`src/shared/dma_unit_map.vh`:
```
// dma_unit_map.vh: port offsets, field positions, reset values and timing counts
// assumes a byte-wide i/o port decoded down to four address bits
`ifndef DMA_UNIT_MAP_VH
`define DMA_UNIT_MAP_VH
// ----------------------------------------
// port offsets
// ----------------------------------------
`define OFS_INIT 4'h0
`define OFS_CHSEL 4'h1
`define OFS_CNT_LO 4'h2
`define OFS_CNT_HI 4'h3
`define OFS_ADR_LO 4'h4
`define OFS_ADR_HI 4'h5
`define OFS_ADR_UP 4'h6
`define OFS_DC_LO 4'h8
`define OFS_DC_HI 4'h9
`define OFS_MODE 4'hA
`define OFS_STATUS 4'hB
`define OFS_MASK 4'hF
// ----------------------------------------
// fields
// ----------------------------------------
`define CHSEL_BASE 2
`define DC_LO_DISABLE 2
`define DC_LO_HOLD 4
`define DC_LO_ROTATE 5
`define DC_LO_WMASK 8'h34
`define DC_HI_EXTWR 1
`define DC_HI_WMASK 8'h03
`define MODE_WMASK 8'hFD
`define MODE_DEC 5
`define MODE_AUTO 4
`define XFER_DEMAND 2'h0
`define XFER_SINGLE 2'h1
`define XFER_BLOCK 2'h2
`define DIR_VERIFY 2'h0
`define DIR_WRITE 2'h1
`define DIR_READ 2'h2
// ----------------------------------------
// reset values, timing and fifo size
// ----------------------------------------
`define RST_CHSEL 3'h0
`define RST_MODE 8'h00
`define RST_MASK 4'hF
`define RST_DC 8'h00
`define BWAIT_CLOCKS 2'h2
`define FIFO_WIDTH 28
`define FIFO_DEPTH 8
`endif

```
`src/dma_fifo.v`:
```
// dma_fifo.v: synchronous valid/ready fifo for completed memory writes
// assumes one clock and a synchronous active-low reset
`timescale 1ns/10ps
module dma_fifo #(
  parameter WIDTH = 28,
  parameter DEPTH = 8,
  parameter AW = 3
) (
  input wire clock_i,
  input wire resetn_i,
  input wire in_valid_i,
  output wire in_ready_o,
  input wire [WIDTH-1:0] in_data_i,
  output wire out_valid_o,
  input wire out_ready_i,
  output wire [WIDTH-1:0] out_data_o
);
  localparam [AW:0] FULL_FILL = DEPTH;
  reg [WIDTH-1:0] mem [0:DEPTH-1];
  reg [AW-1:0] wr_ptr;
  reg [AW-1:0] rd_ptr;
  reg [AW:0] fill;
  wire push;
  wire pop;
  assign in_ready_o = (fill != FULL_FILL);
  assign out_valid_o = (fill != {(AW+1){1'b0}});
  assign out_data_o = mem[rd_ptr];
  assign push = in_valid_i & in_ready_o;
  assign pop = out_valid_o & out_ready_i;
  always @(posedge clock_i)
  begin
    if (!resetn_i)
    begin
      wr_ptr <= {AW{1'b0}};
      rd_ptr <= {AW{1'b0}};
      fill <= {(AW+1){1'b0}};
    end
    else
    begin
      if (push)
      begin
        mem[wr_ptr] <= in_data_i;
        wr_ptr <= wr_ptr + {{(AW-1){1'b0}}, 1'b1};
      end
      if (pop)
        rd_ptr <= rd_ptr + {{(AW-1){1'b0}}, 1'b1};
      if (push && !pop)
        fill <= fill + {{AW{1'b0}}, 1'b1};
      else if (pop && !push)
        fill <= fill - {{AW{1'b0}}, 1'b1};
    end
  end
endmodule // dma_fifo

```
`src/dma_priority_pick.v`:
```
// dma_priority_pick.v: picks the highest-priority pending channel
// assumes top_i names the channel that currently ranks first
`timescale 1ns/10ps
module dma_priority_pick (
  input wire [3:0] req_i,
  input wire [1:0] top_i,
  output reg [1:0] grant_o,
  output wire any_o
);
  integer k;
  reg [1:0] idx;
  reg found;
  assign any_o = |req_i;
  always @*
  begin
    grant_o = 2'h0;
    found = 1'b0;
    idx = 2'h0;
    for (k = 0; k < 4; k = k + 1)
    begin
      idx = top_i + k[1:0];
      if (!found && req_i[idx])
      begin
        grant_o = idx;
        found = 1'b1;
      end
    end
  end
endmodule // dma_priority_pick

```
`src/dma_unit.v`:
```
// dma_unit.v: four-channel byte dma unit with port registers and bus waiting
// assumes a byte i/o port, a bus access unit granting by acknowledge,
// and a memory write sink with valid/ready
`timescale 1ns/10ps
`include "dma_unit_map.vh"
module dma_unit (
  input wire clock_i,
  input wire resetn_i,
  input wire [3:0] port_addr_i,
  input wire port_wr_i,
  input wire port_rd_i,
  input wire [7:0] port_wdata_i,
  output reg [7:0] port_rdata_o,
  input wire refresh_queue_full_i,
  input wire bus_ack_i,
  output reg bus_request_o,
  input wire [3:0] channel_request_i,
  output reg [3:0] channel_ack_o,
  input wire end_i,
  input wire ready_i,
  output reg terminal_count_o,
  output reg [19:0] mem_addr_o,
  output reg mem_read_strobe_o,
  output reg io_read_strobe_o,
  output reg io_write_strobe_o,
  input wire [7:0] io_data_i,
  output reg mem_wvalid_o,
  input wire mem_wready_i,
  output reg [19:0] mem_waddr_o,
  output reg [7:0] mem_wdata_o
);
  // ----------------------------------------
  // states
  // ----------------------------------------
  localparam S_IDLE = 3'h0;
  localparam S_REQ = 3'h1;
  localparam S_T1 = 3'h2;
  localparam S_T2 = 3'h3;
  localparam S_T3 = 3'h4;
  localparam S_TW = 3'h5;
  localparam S_T4 = 3'h6;
  localparam S_WAIT = 3'h7;
  // ----------------------------------------
  // storage
  // ----------------------------------------
  reg [15:0] base_count [0:3];
  reg [15:0] current_count [0:3];
  reg [19:0] base_address [0:3];
  reg [19:0] current_address [0:3];
  reg [7:0] channel_mode [0:3];
  reg [1:0] sel_ch;
  reg base_only;
  reg [7:0] dc_low;
  reg [7:0] dc_high;
  reg [3:0] channel_mask;
  reg [3:0] terminal_flags;
  reg [2:0] state;
  reg [1:0] cur_ch;
  reg [1:0] last_ch;
  reg end_seen;
  reg bw_flag;
  reg [1:0] bw_cnt;
  reg [2:0] next_state;
  reg [1:0] next_ch;
  reg next_req;
  reg [7:0] rd_mux;
  reg [3:0] pick_req;
  reg done;
  integer i;
  wire init;
  wire [3:0] pending;
  wire [1:0] grant;
  wire any_req;
  wire [7:0] cmode;
  wire [7:0] nmode;
  wire [15:0] ccount;
  wire [19:0] caddr;
  wire tc_hit;
  wire term;
  wire fifo_in_ready;
  wire fifo_out_valid;
  wire [27:0] fifo_out_data;
  wire fifo_pop;
  wire push_now;
  wire rd_cycle;
  wire wr_cycle;
  // ----------------------------------------
  // shared decode
  // ----------------------------------------
  assign init = !resetn_i || (port_wr_i && port_addr_i == `OFS_INIT);
  assign pending = channel_request_i & ~channel_mask;
  assign cmode = channel_mode[cur_ch];
  assign nmode = channel_mode[next_ch];
  assign ccount = current_count[cur_ch];
  assign caddr = current_address[cur_ch];
  assign tc_hit = (ccount == 16'h0000);
  assign term = tc_hit || end_seen || end_i;
  assign push_now = (state == S_T4) && (cmode[3:2] == `DIR_WRITE);
  assign fifo_pop = fifo_out_valid && (!mem_wvalid_o || mem_wready_i);
  dma_priority_pick u_pick (
    .req_i(pick_req),
    .top_i(dc_low[`DC_LO_ROTATE] ? last_ch + 2'h1 : 2'h0),
    .grant_o(grant),
    .any_o(any_req)
  );
  // a full fifo stalls the next write transfer in t1, so a push never meets a full fifo
  dma_fifo #(
    .WIDTH(`FIFO_WIDTH),
    .DEPTH(`FIFO_DEPTH),
    .AW(3)
  ) u_fifo (
    .clock_i(clock_i),
    .resetn_i(!init), // soft reset also flushes queued writes
    .in_valid_i(push_now),
    .in_ready_o(fifo_in_ready),
    .in_data_i({mem_addr_o, io_data_i}),
    .out_valid_o(fifo_out_valid),
    .out_ready_i(fifo_pop),
    .out_data_o(fifo_out_data)
  );
  // ----------------------------------------
  // transfer sequencer
  // ----------------------------------------
  always @*
  begin
    next_state = state;
    next_ch = cur_ch;
    done = 1'b0;
    pick_req = pending;
    case (state)
      S_IDLE:
      begin
        if (!dc_low[`DC_LO_DISABLE] && any_req)
        begin
          next_state = S_REQ;
          next_ch = grant;
        end
      end
      S_REQ:
      begin
        if (dc_low[`DC_LO_DISABLE])
          next_state = S_IDLE;
        else if (bus_ack_i)
          next_state = S_T1;
      end
      S_T1:
      begin
        if (bw_flag && !bus_ack_i)
          next_state = S_WAIT;
        else if (cmode[3:2] != `DIR_WRITE || fifo_in_ready)
          next_state = S_T2;
      end
      S_T2:
        next_state = S_T3;
      S_T3:
        next_state = ready_i ? S_T4 : S_TW;
      S_TW:
        next_state = ready_i ? S_T4 : S_TW;
      S_T4:
      begin
        done = term || cmode[7:6] == `XFER_SINGLE ||
          (cmode[7:6] == `XFER_DEMAND && !channel_request_i[cur_ch]);
        if (done)
          pick_req = pending & ~(4'h1 << cur_ch);
        if (!done)
          next_state = S_T1;
        else if (dc_low[`DC_LO_HOLD] && any_req && !dc_low[`DC_LO_DISABLE])
        begin
          next_state = S_T1;
          next_ch = grant;
        end
        else
          next_state = S_IDLE;
      end
      S_WAIT:
      begin
        if (bw_cnt == 2'h0 && bus_request_o && bus_ack_i)
          next_state = S_T1;
      end
      default:
        next_state = S_IDLE;
    endcase
    next_req = (next_state != S_IDLE) && (next_state != S_WAIT);
    if (next_state == S_WAIT && state == S_WAIT && bw_cnt <= 2'h1)
      next_req = 1'b1;
  end
  assign rd_cycle = (next_state == S_T2) || (next_state == S_T3) || (next_state == S_TW);
  assign wr_cycle = dc_high[`DC_HI_EXTWR] ? rd_cycle :
    ((next_state == S_T3) || (next_state == S_TW));
  // ----------------------------------------
  // register read mux
  // ----------------------------------------
  always @*
  begin
    rd_mux = 8'h00;
    case (port_addr_i)
      `OFS_CHSEL: rd_mux = {3'h0, base_only, 4'h1 << sel_ch};
      `OFS_CNT_LO: rd_mux = base_only ? base_count[sel_ch][7:0] :
        current_count[sel_ch][7:0];
      `OFS_CNT_HI: rd_mux = base_only ? base_count[sel_ch][15:8] :
        current_count[sel_ch][15:8];
      `OFS_ADR_LO: rd_mux = base_only ? base_address[sel_ch][7:0] :
        current_address[sel_ch][7:0];
      `OFS_ADR_HI: rd_mux = base_only ? base_address[sel_ch][15:8] :
        current_address[sel_ch][15:8];
      `OFS_ADR_UP: rd_mux = {4'h0, base_only ? base_address[sel_ch][19:16] :
        current_address[sel_ch][19:16]};
      `OFS_DC_LO: rd_mux = dc_low;
      `OFS_DC_HI: rd_mux = dc_high;
      `OFS_MODE: rd_mux = channel_mode[sel_ch];
      `OFS_STATUS: rd_mux = {channel_request_i, terminal_flags};
      `OFS_MASK: rd_mux = {4'h0, channel_mask};
      default: rd_mux = 8'h00;
    endcase
  end
  // ----------------------------------------
  // registers and datapath
  // ----------------------------------------
  always @(posedge clock_i)
  begin
    if (init)
    begin
      // same state for pin reset and the initialize command
      for (i = 0; i < 4; i = i + 1)
      begin
        channel_mode[i] <= `RST_MODE;
        base_count[i] <= 16'h0000;
        current_count[i] <= 16'h0000;
        base_address[i] <= 20'h00000;
        current_address[i] <= 20'h00000;
      end
      {base_only, sel_ch} <= `RST_CHSEL;
      channel_mask <= `RST_MASK;
      terminal_flags <= 4'h0;
      dc_low <= `RST_DC;
      dc_high <= `RST_DC;
      state <= S_IDLE;
      cur_ch <= 2'h0;
      last_ch <= 2'h3;
      end_seen <= 1'b0;
      bw_flag <= 1'b0;
      bw_cnt <= 2'h0;
      port_rdata_o <= 8'h00;
      bus_request_o <= 1'b0;
      channel_ack_o <= 4'h0;
      terminal_count_o <= 1'b0;
      mem_addr_o <= 20'h00000;
      mem_read_strobe_o <= 1'b0;
      io_read_strobe_o <= 1'b0;
      io_write_strobe_o <= 1'b0;
      mem_wvalid_o <= 1'b0;
      mem_waddr_o <= 20'h00000;
      mem_wdata_o <= 8'h00;
    end
    else
    begin
      if (port_rd_i)
        port_rdata_o <= rd_mux;
      if (port_rd_i && port_addr_i == `OFS_STATUS)
        terminal_flags <= 4'h0;
      if (port_wr_i)
      begin
        case (port_addr_i)
          `OFS_CHSEL:
          begin
            sel_ch <= port_wdata_i[1:0];
            base_only <= port_wdata_i[`CHSEL_BASE];
          end
          `OFS_CNT_LO:
          begin
            base_count[sel_ch][7:0] <= port_wdata_i;
            if (!base_only)
              current_count[sel_ch][7:0] <= port_wdata_i;
          end
          `OFS_CNT_HI:
          begin
            base_count[sel_ch][15:8] <= port_wdata_i;
            if (!base_only)
              current_count[sel_ch][15:8] <= port_wdata_i;
          end
          `OFS_ADR_LO:
          begin
            base_address[sel_ch][7:0] <= port_wdata_i;
            if (!base_only)
              current_address[sel_ch][7:0] <= port_wdata_i;
          end
          `OFS_ADR_HI:
          begin
            base_address[sel_ch][15:8] <= port_wdata_i;
            if (!base_only)
              current_address[sel_ch][15:8] <= port_wdata_i;
          end
          `OFS_ADR_UP:
          begin
            base_address[sel_ch][19:16] <= port_wdata_i[3:0];
            if (!base_only)
              current_address[sel_ch][19:16] <= port_wdata_i[3:0];
          end
          `OFS_DC_LO: dc_low <= port_wdata_i & `DC_LO_WMASK;
          `OFS_DC_HI: dc_high <= port_wdata_i & `DC_HI_WMASK;
          `OFS_MODE: channel_mode[sel_ch] <= port_wdata_i & `MODE_WMASK;
          `OFS_MASK: channel_mask <= port_wdata_i[3:0];
          default: ;
        endcase
      end
      // hardware updates come last so they win over a colliding port write
      if (state != S_IDLE && refresh_queue_full_i)
        bw_flag <= 1'b1;
      else if (state == S_WAIT && next_state == S_T1)
        bw_flag <= 1'b0;
      else if (next_state == S_IDLE)
        bw_flag <= 1'b0;
      if (state == S_T1 && next_state == S_WAIT)
        bw_cnt <= `BWAIT_CLOCKS;
      else if (state == S_WAIT && bw_cnt != 2'h0)
        bw_cnt <= bw_cnt - 2'h1;
      if (end_i && state != S_IDLE)
        end_seen <= 1'b1;
      terminal_count_o <= 1'b0;
      if (state == S_T4)
      begin
        if (cmode[`MODE_DEC])
          current_address[cur_ch] <= caddr - 20'h00001;
        else
          current_address[cur_ch] <= caddr + 20'h00001;
        current_count[cur_ch] <= ccount - 16'h0001;
        terminal_count_o <= tc_hit;
        if (term)
        begin
          terminal_flags[cur_ch] <= 1'b1;
          end_seen <= 1'b0;
          if (cmode[`MODE_AUTO])
          begin
            current_count[cur_ch] <= base_count[cur_ch];
            current_address[cur_ch] <= base_address[cur_ch];
          end
          else
            channel_mask[cur_ch] <= 1'b1;
        end
        if (done)
          last_ch <= cur_ch;
      end
      state <= next_state;
      cur_ch <= next_ch;
      bus_request_o <= next_req;
      channel_ack_o <= 4'h0;
      if (next_state != S_IDLE && next_state != S_REQ && next_state != S_WAIT)
        channel_ack_o <= 4'h1 << next_ch;
      if (next_state == S_T1 && state != S_WAIT)
        mem_addr_o <= current_address[next_ch];
      if (next_state == S_T1 && state == S_T4 && !done)
        mem_addr_o <= cmode[`MODE_DEC] ? caddr - 20'h00001 : caddr + 20'h00001;
      // verify cycles keep every strobe low
      mem_read_strobe_o <= (nmode[3:2] == `DIR_READ) && rd_cycle;
      io_write_strobe_o <= (nmode[3:2] == `DIR_READ) && wr_cycle;
      io_read_strobe_o <= (nmode[3:2] == `DIR_WRITE) && rd_cycle;
      if (fifo_pop)
      begin
        mem_wvalid_o <= 1'b1;
        mem_waddr_o <= fifo_out_data[27:8];
        mem_wdata_o <= fifo_out_data[7:0];
      end
      else if (mem_wready_i)
        mem_wvalid_o <= 1'b0;
    end
  end
endmodule // dma_unit

```
`config.mk`:
```
export PLATFORM = sky130hd
export DESIGN_NAME = dma_unit
export DESIGN_NICKNAME = d
export VERILOG_FILES = /design/src/dma_fifo.v /design/src/dma_priority_pick.v /design/src/dma_unit.v
export VERILOG_INCLUDE_DIRS = /design/src /design/src/shared
export SDC_FILE = /design/constraint.sdc
export NUM_CORES = 1
export LEC_CHECK = 0
export ABC_CLOCK_PERIOD_IN_PS = 10650
export BUFFER_PORTS_ARGS = -buffer_cell sky130_fd_sc_hd__buf_4
export CORE_UTILIZATION = 54
export CTS_BUF_LIST = sky130_fd_sc_hd__clkbuf_8
export CTS_CLUSTER_DIAMETER = 150
export DETAILED_ROUTE_END_ITERATION = 7
export HOLD_SLACK_MARGIN = 0.02
export PLACE_DENSITY = 0.71
export SYNTH_ARGS = -nofsm -noshare
export SYNTH_HDL_FRONTEND = slang
export SYNTH_SLANG_ARGS = --single-unit
```
`constraint.sdc`:
```
create_clock -name clock_i -period 10.65 [get_ports clock_i]
set_clock_uncertainty 0.2 [all_clocks]
set_input_delay 0.5325 -clock clock_i [delete_from_list [all_inputs] [get_ports clock_i]]
set_output_delay 0.5325 -clock clock_i [all_outputs]
set_load 0.02 [all_outputs]
```
=== Yosys cells after proc, flatten, opt, wreduce, memory -nomap -nowiden ===
Memories as Yosys holds them, arrays and structs flattened. A register that Yosys moved wholly into a read port is not among the register bits.
Cells that the tools add are included.

* Memories kept: 6
* Input bits: 33
* RAM bits: 540
* Bits in registers: 75
* Output and inout bits: 66

* Shifts and indexed selects: 3
* Mux-type cells: 175
* Equality and inequality tests: 32
* Reduce and logical (&&, ||, !) cells: 85
* Add/sub/neg operators: 12
* Bitwise operators: 13
* Order comparisons: 7

{| class="wikitable"
|+ Memory list
! memory !! words !! width !! rd ports !! clocked after Yosys merged registers in !! wr ports !! line !! text
|-
| u_fifo.mem || 8 || 28 || 1 || 1 || 1 || dma_fifo.v:19 || <nowiki>reg [WIDTH-1:0] mem [0:DEPTH-1];</nowiki>
|-
| base_address || 4 || 20 || 2 || 2 || 4 || dma_unit.v:48 || <nowiki>reg [19:0] base_address [0:3];</nowiki>
|-
| current_address || 4 || 20 || 3 || 2 || 4 || dma_unit.v:49 || <nowiki>reg [19:0] current_address [0:3];</nowiki>
|-
| base_count || 4 || 16 || 2 || 2 || 4 || dma_unit.v:46 || <nowiki>reg [15:0] base_count [0:3];</nowiki>
|-
| current_count || 4 || 16 || 2 || 2 || 4 || dma_unit.v:47 || <nowiki>reg [15:0] current_count [0:3];</nowiki>
|-
| channel_mode || 4 || 7 || 3 || 2 || 4 || dma_unit.v:50 || <nowiki>reg [7:0] channel_mode [0:3];</nowiki>
|}

{| class="wikitable"
|+ Operators by type and width
! operator !! count
|-
| 20-bit 2-to-1 mux || 8
|-
| 1-bit 2-to-1 mux || 89
|-
| 8-bit case mux with 11 select lines || 1
|-
| 2-bit 2-to-1 mux || 37
|-
| 16-bit 2-to-1 mux || 4
|-
| 4-bit 2-to-1 mux || 15
|-
| 20-bit OR reduction || 3
|-
| 16-bit OR reduction || 3
|-
| 1-bit logical AND || 33
|-
| 8-bit 2-to-1 mux || 4
|-
| 3-bit 2-to-1 mux || 8
|-
| 3-bit == test, second input constant || 7
|-
| 3-bit case mux with 7 select lines || 1
|-
| 20-bit by 1-bit adder with 20-bit output, second input constant || 1
|-
| 4-bit == test, second input constant || 5
|-
| 20-bit by 1-bit subtractor with 20-bit output, second input constant || 1
|-
| 16-bit logical NOT || 1
|-
| 16-bit by 1-bit subtractor with 16-bit output, second input constant || 1
|-
| 2-bit by 3-bit less-than comparator with 1-bit output, second input constant || 5
|-
| 3-bit by 2-bit == test with 1-bit output, second input constant || 4
|-
| 4-bit by 3-bit == test with 1-bit output, second input constant || 3
|-
| 1-bit by 2-bit << shifter with 4-bit output, first input constant || 3
|-
| 1-bit logical NOT || 11
|-
| 1-bit binary-select mux with 2-bit select || 5
|-
| 37 further kinds || 74
|}

=== Logic depth before layout (Yosys ltp) ===
Gate-level depths: netlist (run 1).
An unclocked memory read counts as a cell.

* Word-level depth: 25
* Mapped depth: 21
* Depth with buffers taken out: 14

=== Hierarchy ===
A second synthesis (run 1) with hierarchy kept.

* Cells, all modules: 2519
* Area, all modules: 32612.5 um2

{| class="wikitable"
|+ Modules (own cells, without submodules)
! module !! cells each !! times used !! area each (um2)
|-
| dma_unit || 2107 || 1 || 23435.0
|-
| dma_fifo || 397 || 1 || 9100.0
|-
| dma_priority_pick || 15 || 1 || 77.6
|}

=== Least setup slack after synthesis (run 1) ===
No wires, ideal clock.

* Path kind: flip-flop to flip-flop
* From: register cur_ch[0]
* To: register mem_addr_o[9]
* Arrival time: 5097 ps
* Data required time: 10327 ps
* Path slack: 5230 ps
* Clock period less this slack: 5420 ps
* Buffers on the path: 6
* Library setup time: 123 ps
* Stages on the path, launching flop included: 21
* Cell sequence: dfxtp_1 -> buf_4 -> buf_4 -> buf_2 -> buf_2 -> buf_2 -> mux4_2 -> inv_1 -> ha_1 -> nand2b_1 -> o2bb2a_1 -> nand4bb_1 -> or3_1 -> o211a_2 -> or3b_1 -> a31oi_4 -> mux2i_4 -> buf_6 -> mux2_1 -> a221oi_1 -> nor2_1

* Word-level cells in the longest chain between the ends: 25

{| class="wikitable"
|+ RTL lines
! what !! line !! text
|-
| start, declared || dma_unit.v:58 || <nowiki>reg [1:0] cur_ch;</nowiki>
|-
| start signal, assigned || dma_unit.v:344 || <nowiki>cur_ch <= next_ch;</nowiki>
|-
| 1-bit binary-select mux with 2-bit select || dma_unit.v:162 || <nowiki>(cmode[7:6] == `XFER_DEMAND && !channel_request_i[cur_ch]);</nowiki>
|-
| 1-bit 2-to-1 mux (implied by the code) || dma_unit.v:162 ||
|-
| 1-bit logical NOT || dma_unit.v:162 ||
|-
| 1-bit logical AND || dma_unit.v:162 ||
|-
| 1-bit logical OR || dma_unit.v:161 || <nowiki>done = term || cmode[7:6] == `XFER_SINGLE ||</nowiki>
|-
| 4-bit 2-to-1 mux || dma_unit.v:163 || <nowiki>if (done)</nowiki>
|-
| 4-bit 2-to-1 mux || dma_unit.v:130 || <nowiki>case (state)</nowiki>
|-
| 1-bit binary-select mux with 2-bit select || dma_priority_pick.v:22 || <nowiki>if (!found && req_i[idx])</nowiki>
|-
| [... 9 more ...] || -- ||
|-
| 1-bit logical AND || dma_priority_pick.v:22 ||
|-
| 2-bit 2-to-1 mux || dma_priority_pick.v:22 ||
|-
| 2-bit 2-to-1 mux || dma_unit.v:167 || <nowiki>else if (dc_low[`DC_LO_HOLD] && any_req && !dc_low[`DC_LO_DISABLE])</nowiki>
|-
| 2-bit 2-to-1 mux || dma_unit.v:165 || <nowiki>if (!done)</nowiki>
|-
| 2-bit case mux with 2 select lines || dma_unit.v:130 ||
|-
| memory 4 x 20 bit || -- ||
|-
| 20-bit 2-to-1 mux || dma_unit.v:349 || <nowiki>if (next_state == S_T1 && state != S_WAIT)</nowiki>
|-
| 20-bit 2-to-1 mux || dma_unit.v:351 || <nowiki>if (next_state == S_T1 && state == S_T4 && !done)</nowiki>
|-
| end signal, assigned || dma_unit.v:350 || <nowiki>mem_addr_o <= current_address[next_ch];</nowiki>
|-
| end signal, assigned || dma_unit.v:352 || <nowiki>mem_addr_o <= cmode[`MODE_DEC] ? caddr - 20'h00001 : caddr + 20'h00001;</nowiki>
|-
| end, declared || dma_unit.v:22 || <nowiki>output reg [19:0] mem_addr_o,</nowiki>
|}

Several ways; a longest one is shown, not always the timed one. The select of a mux whose other input is x is not followed.
A chain may end at the register's enable or synchronous reset.

=== Worst setup path after layout (run 1) ===
* From: register cur_ch[0]
* To: register mem_addr_o[5]

Same word-level chain as after synthesis.

==> results.toml, run 1 <==
[placement]
placedCellCount = 3248
dp_hpwl_um = 64300
gp_congestion = 0.975
port_buffers = 98

[timing]
finalMaxSlewViolations = 0
holdWs_ns = 0.0999
slew_headroom_pct = 6.31
setup_viol_count_final = 0
rsz0062_at_grt = "false"
clock.fmax_mhz = 160
hold_viol = 0
setup_tns_ns = 0
tightest_slew_ns = 1.39
min_period_over_period_pct = 58.6
timing.final.crit_period_ns = 6.25

[global_route]
antenna_found_initial = 2
grt_pass1_vias = 23400
grt_pass1_wl_um = 146000
grt_usage_pct = 32.5
grt_max_degree = 78
grt_overflow = 0

[floorplanning]
dieArea_um2 = 61500
rows = 89
dieWidth_um = 248
core-area_um2 = 59400
ios = 99
initial_utilization_pct = 55.1
die-height_um = 248

[detailed_routing]
dr.pass1.iters = 6
drc = 0
vias = 23400
drtIter0Drc = 2857
wire_per_inst_um = 28.4
wl_um = 98200
vias_per_cell = 6.75
antenna_left = 0

[synth]
ys_warn_count = 0
synthesis.nets = 2546
postSynth.asyncResetShare_pct = 0
synth_cells = 2502
synth_flop_cell = "edfxtp_1"
syn_avg_cell_area_um2 = 13.1
synth_xor_area_share_pct = 1.63
synthMuxAreaShare_pct = 19.1
yosys-top-cells-area = "edfxtp_1 50%, mux4_2 15%, dfxtp_1 6.4%"
synth_fa_ha_area_share_pct = 0.444
synth_top_family_by_area = "multiplexers"
synth_top_area_cell = "edfxtp_1"
synth.distinct_cells = 77
netlist_area_um2 = 32700
synth_seq_area_share_pct = 56.0
yosysTopAreaCellShare_pct = 49.6
synth-simple-area-share_pct = 11.5
synth-seq-cells = 645
synth_compound_area_share_pct = 8.74
synth_edf_count = 540

[cells_and_area]
fin_nets = 2638
area_delta_synth_final_pct = 11.8
register_area_um2 = 18300
multi_input_area_um2 = 13600
final_layout_size_suffix_gt1_share_pct = 21.4
fillCellCount = 4512
fin_cells = 3462

[clock_tree]
cts_buffers = 105
cts_root_buf = "clkbuf_8"
clk_latency_ns = 0.75
cts-resized-gates = 0
cts_num_sinks = 645
cts_max_level = 3
postCtsSetupBuffers = 0
clk_path_buf_depth = 3
clkSlewWorstSetupHoldPaths_ns = 0.06
cts_tree = "built"
cts_hold_buf = 12

[critical_path]
cp.required_ns = 11.03
end_kind = "register"
crit_fanout = 77
crit_type = "register to register"
crit_path_start_kind = "register"
crit_slowest_cell = "dfxtp_4"
crit_arrival_ns = 6.63
path_cells = "buf_12 -> mux4_2 -> inv_1 -> ha_1 -> and2_1 -> o2bb2a_1 -> nand4bb_1 -> or3_1 -> o211a_2 -> a221oi_2 -> a31oi_4 -> mux2i_4 -> buf_4 -> mux2_1 -> a221oi_1 -> nor2_1"
crit_path_max_incr_delay_ns = 0.66

[power_and_ir_drop]
power_density_nw_per_um2 = 168
leakage_nw = 13.0
ir_drop_uv = 124

[run_status]
status = "complete, no violations"

[job]
maxCapViolations = 0

[hold_path]
hp-class = "input pin to register"
-- cells by family after synthesis --
logic type / count (synthesis)
AOI/OAI and AO/OA: 453
xor gates and xnor gates: 61
adders and majority gates: 11
buffers and inverters: 213
DFF: 645
muxes: 352
and+or+nand+nor: 767
-- metrics by stage --
step | cell area (um2) | setup WS (ns) | utilization [%] | total power, mW
finish | 36500 | 4.40 | 61.6 | 6.13
global route | 36500 | 4.05 | 61.6 | 6.34
CTS | 36500 | 4.42 | 61.6 | 6.15
detailed placement | 34200 | 4.49 | 57.7 | 3.96
global placement | 34200 | 4.59 | 57.7 | 3.93
floorplan | 32700 | 5.23 | - | 3.63
-- flip-flops by register name, summed over array words and instances, names as in the netlist, 4 cells and up, named ones only --
name             cells
base_count          64
channel_ack_o        4
port_rdata_o         8
channel_mode        28
channel_mask         4
current_address     80
mem_waddr_o         20
base_address        80
mem_addr_o          20
mem_wdata_o          8
u_fifo.fill          4
u_fifo.mem         224
terminal_flags       4
current_count       64
-- where the power goes --
group / leakage, nW / switching (mW) / internal, mW
clock: 1.25 / 1.05 / 1.17
combinational: 5.52 / 0.548 / 0.396
sequential: 6.18 / 0.110 / 2.86
total: 13.0 / 1.71 / 4.43
-- worst paths after layout --
check	cells after the start	slack, ns	to	startpoint
worst max-delay path	16	4.40	mem_addr_o[5]	cur_ch[0]
worst min-delay path	4	0.1	terminal_flags[1]	port_rd_i
worst max register to register	16	4.40	mem_addr_o[5]	cur_ch[0]
worst min register to register	2	0.30	mem_waddr_o[8]	mem_waddr_o[8]
-- per-layer routing --
metal	vias up	wire length, um	GRT usage [%]
met5	-	0	0
li1	9935	-	-
met3	362	10200	7.06
met1	11500	35900	41.5
met4	0	5730	17.1
met2	1517	46300	52.2
-- cell usage in the layout (no fill, tap or decap), types with 88 or more instances in the layout --
master / netlist / final
buf_4: 3 / 161
o21ai_0: 151 / 145
dfxtp_1: 105 / 98
edfxtp_1: 540 / 540
mux2i_1: 108 / 108
mux4_2: 212 / 212
a21oi_1: 88 / 88
clkbuf_8: 0 / 120
and2_1: 111 / 111
nand2_1: 200 / 200
nor2_1: 184 / 178
-- worst max-delay path, delay by kind of cell, from the launching register on --
| kind | cells | cell delay (ns) |
|---|---|---|
| mux | 3 | 1.29 |
| simple gates | 4 | 1.23 |
| flops | 1 | 0.66 |
| compound gates | 5 | 1.19 |
| buf+inv | 3 | 1.17 |
| fa+ha+maj | 1 | 0.20 |
-- final cells by class --
class | count | area share (%)
antenna | 2 | 0.0137
clock buffer | 120 | 4.52
clock inverter | 80 | 1.47
inverter | 24 | 0.247
multi-input combinational | 1644 | 37.2
sequential | 645 | 50.2
tap | 773 | 2.65
timing repair buffer | 174 | 3.69
-- cells in the mapped netlist, types with 4 or more instances --
| master | n |
|---|---|
| edfxtp_1 | 540 |
| mux4_2 | 212 |
| nand2_1 | 200 |
| nor2_1 | 184 |
| o21ai_0 | 151 |
| clkbuf_1 | 137 |
| and2_1 | 111 |
| mux2i_1 | 108 |
| dfxtp_1 | 105 |
| a21oi_1 | 88 |
| and3_1 | 75 |
| o22ai_1 | 52 |
| nand3_1 | 51 |
| nor3_1 | 42 |
| buf_1 | 35 |
| xnor2_1 | 34 |
| a211oi_1 | 32 |
| nand2b_1 | 28 |
| xor2_1 | 27 |
| a22o_1 | 25 |
| inv_1 | 21 |
| mux2_1 | 19 |
| or3_1 | 16 |
| nand4_1 | 15 |
| o31ai_1 | 14 |
| a22oi_1 | 12 |
| mux2_2 | 12 |
| buf_2 | 11 |
| nor2b_1 | 11 |
| nor4_1 | 11 |
| a221oi_1 | 10 |
| a31oi_1 | 10 |
| ha_1 | 10 |
| o211ai_1 | 7 |
| a32o_1 | 6 |
| o221ai_1 | 6 |
| o2111ai_1 | 5 |
| o21a_1 | 5 |
| or2_2 | 5 |
| nand3b_1 | 4 |
| o31a_1 | 4 |
(Power assumes the default switching activity.)
==> run 2: changes to the inputs <==
ABC_AREA = 1   (was default)
ABC_CLOCK_PERIOD_IN_PS = 5400   (was 10650)
PLACE_DENSITY = 0.73   (was 0.71)
clock period = 5.4 ns   (was 10.65 ns; I/O delays follow)
==> run 2 against run 1 <==
  * Design area is 0.87% higher
  * Sequential power is 98% higher
  * Synthesized cell count is 45% higher
  * Non-clock buffer count is 60 higher
  * Routed wire length is 9.7% higher
  * First-iteration DRC count is 32% higher
  * Worst setup slack worse by 3.5 ns
  * Via count is 23% higher
  * Synthesized area hardly changed
  * Clock-buffer cell count is 3 lower
  * Critical endpoint is now mem_addr_o[13]
  * Total power is 98% higher
  * Die area hardly changed
==> results.toml, run 2 <==
[cells_and_area]
top_register = "u_fifo.mem"
fillCellCount = 4992
final_common_cell = "nand2_1"
final_cell_mix = "571 x nand2_1, 540 x edfxtp_1, 495 x nor2_1"
register_area_um2 = 18300
final_layout_size_suffix_gt1_share_pct = 10.5
reg_top3 = "u_fifo.mem: 224 flops, base_address: 80 flops, current_address: 80 flops"
area_delta_synth_final_pct = 12.9
fin_nets = 3772
largest_reg_flops = 224
multi_input_area_um2 = 12300

[clock_tree]
cts_tree = "built"
clk_latency_ns = 0.78
cts_buffers = 104
clkSlewWorstSetupHoldPaths_ns = 0.07
cts_root_buf = "clkbuf_8"
clk_path_buf_depth = 3
cts-resized-gates = 0
postCtsSetupBuffers = 0
cts_max_level = 3
cts_num_sinks = 645

[global_route]
grt_pass1_vias = 26700
grt_overflow = 0
grt_max_degree = 199
antenna_found_initial = 2
grt_pass1_wl_um = 160000
grt_usage_pct = 34.8

[detailed_routing]
top_layer_used = "met5"
wire_per_inst_um = 23.4
met1_length_um = 39700
wl_met2_um = 48500
drc = 0
drtIter0Drc = 3765
wl_um = 108000
vias = 28800
dr.pass1.iters = 6
vias_per_cell = 6.26
route.met3.wl_um = 12500
antenna_left = 0

[critical_path]
worstRegToRegCells = 22
critPathCapture = "mem_addr_o[13]"
r2r_end = "mem_addr_o[13]"
crit_type = "register to register"
regToRegStartpoint = "cur_ch[1]"
crit_arrival_ns = 4.95
reg2reg_slack_ns = 0.92
cp.required_ns = 5.87
crit_path_start_kind = "register"
end_kind = "register"
setup.worst_path.start = "cur_ch[1]"
crit_fanout = 24

[floorplanning]
ios = 99
core-area_um2 = 59400
rows = 89
dieWidth_um = 248
initial_utilization_pct = 55.0
dieArea_um2 = 61500
die-height_um = 248

[power_and_ir_drop]
switching_share_pct = 29.4
pwr-share-clk_pct = 36.9
p_sw_mw = 3.58
leakage_nw = 13.9
seqPwrFrac_pct = 48.2
ir_drop_uv = 212
p_comb_share_pct = 14.8
power_density_nw_per_um2 = 330
p_int_mw = 8.59

[synth]
synth.distinct_cells = 57
synthTopCellsByCount = "572 x nand2_1, 540 x edfxtp_1, 495 x nor2_1, 436 x o21ai_0, 279 x inv_1"
postSynth.asyncResetShare_pct = 0
synth_cells = 3618
synth_seq_area_share_pct = 56.1
yosysTopAreaCellShare_pct = 49.6
synth-seq-cells = 645
ys_warn_count = 0
synth_flop_cell = "edfxtp_1"
synth_edf_count = 540
netlist_area_um2 = 32700
yosys.cell_count.top_type = "nand2_1"
syn_avg_cell_area_um2 = 9.03
synth_top_area_cell = "edfxtp_1"
synthesis.nets = 3662
yosys-top-cells-area = "edfxtp_1 50%, o21ai_0 6.7%, nand2_1 6.6%"

[timing]
setup_viol_count_final = 0
holdWs_ns = 0.0771
min_period_over_period_pct = 82.9
rsz0062_at_grt = "false"
finalMaxSlewViolations = 0
timing.final.crit_period_ns = 4.48
setup_tns_ns = 0
hold_viol = 0
tightest_slew_ns = 1.16
clock.fmax_mhz = 223
slew_headroom_pct = 22.4

[run_status]
status = "complete, no violations"

[hold_path]
hp-class = "input pin to register"

[placement]
dp_hpwl_um = 71200
gp_congestion = 1.03
port_buffers = 98

[job]
maxCapViolations = 0
## run 2: cell types whose count changed after synthesis, sizes merged, moves of 120 or more
cell / change
inv: +264
nor2: +318
nand2: +382
o21ai: +312
nand3: +139
mux4: -212
a21oi: +120
## run 2: layout make-up
type	instances	area share, %
Timing Repair Buffer	234	5.17
Clock inverter	79	1.65
Clock buffer	117	4.37
Tap cell	773	2.62
Multi-Input combinational cell	2452	33.5
Inverter	291	2.99
Antenna cell	2	0.0136
Sequential cell	645	49.7
## run 2: routing by layer
layer	GRT usage, %	vias up
met5	0	-
met3	8.01	419
met2	54.8	1899
li1	-	13100
met4	20.2	3
met1	44.1	13400
## run 2: timing repair
| action | in CTS | in global routing |
|---|---|---|
| setup endpoints to repair | 0 | 0 |
| hold buffers | 44 | 0 |
| endpoints found under the hold margin | 215 | 0 |
## run 2: worst min path at each step
stage	start	cells after the start	to	slack, ns
after global routing	io_data_i[7]	2	u_fifo.mem[0][7]	0.07
after detailed placement	dc_high[0]	2	dc_high[0]	0.25
after global placement	dc_high[0]	2	dc_high[0]	0.24
after floorplan	io_data_i[0]	0	u_fifo.mem[0][0]	0.17
after CTS	io_data_i[0]	2	u_fifo.mem[5][0]	0.03
final	io_data_i[3]	2	u_fifo.mem[7][3]	0.08
## run 2: kinds of logic (layout without fill, tap and decap cells)
| logic type | after synthesis | after routing | share of synthesized area [%] |
|---|---|---|---|
| other | 0 | 2 | 0 |
| DFF | 645 | 645 | 56.1 |
| xor gates and xnor gates | 38 | 38 | 1.02 |
| adders and majority gates | 11 | 11 | 0.444 |
| buffers and inverters | 521 | 721 | 6.35 |
| AOI/OAI and AO/OA | 1038 | 1038 | 18.5 |
| muxes | 28 | 28 | 0.858 |
| and+or+nand+nor | 1337 | 1337 | 16.7 |
## run 2: stage by stage
| stage | area [um2] | util [%] | power (mW) | instances | setup WS (ns) |
|---|---|---|---|---|---|
| 2_1_floorplan | 32700 | - | 7.07 | 3618 | 1.11 |
| 3_3_place_gp | 34200 | 57.6 | 7.69 | 4351 | 1.13 |
| 3_5_place_dp | 34200 | 57.6 | 7.73 | 4351 | 1.02 |
| 4_1_cts | 36900 | 62.1 | 12.2 | 4591 | 0.995 |
| 5_1_grt | 36900 | 62.1 | 12.6 | 4592 | 0.558 |
| 6_report | 36900 | 62.1 | 12.2 | 4593 | 0.921 |
## run 2: power groups by stage
stage	sequential, mW	clock, mW	combinational [mW]
2_1_floorplan	5.93	0	1.14
3_3_place_gp	5.96	0	1.73
3_5_place_dp	5.97	0	1.76
4_1_cts	5.86	4.52	1.79
5_1_grt	5.90	4.74	1.99
6_report	5.87	4.49	1.81
## run 2: worst max-delay path: stages, from the launching register on
cell and delay (ns):
dfxtp_1 0.49, inv_4 0.18, nand2_4 0.13, nor2_1 0.04
a221oi_1 0.21, o21a_1 0.22, ha_1 0.22, nand3_2 0.13
nor2_1 0.16, nand2_2 0.12, nand3_4 0.13, nand2_2 0.09
nand2_1 0.09, nand4_1 0.15, nand4_1 0.17, nand2_1 0.17
o21ai_2 0.85, buf_4 0.29, a21oi_1 0.04, o21ai_1 0.08
nand3_1 0.09, nand2_1 0.07, inv_1 0.03
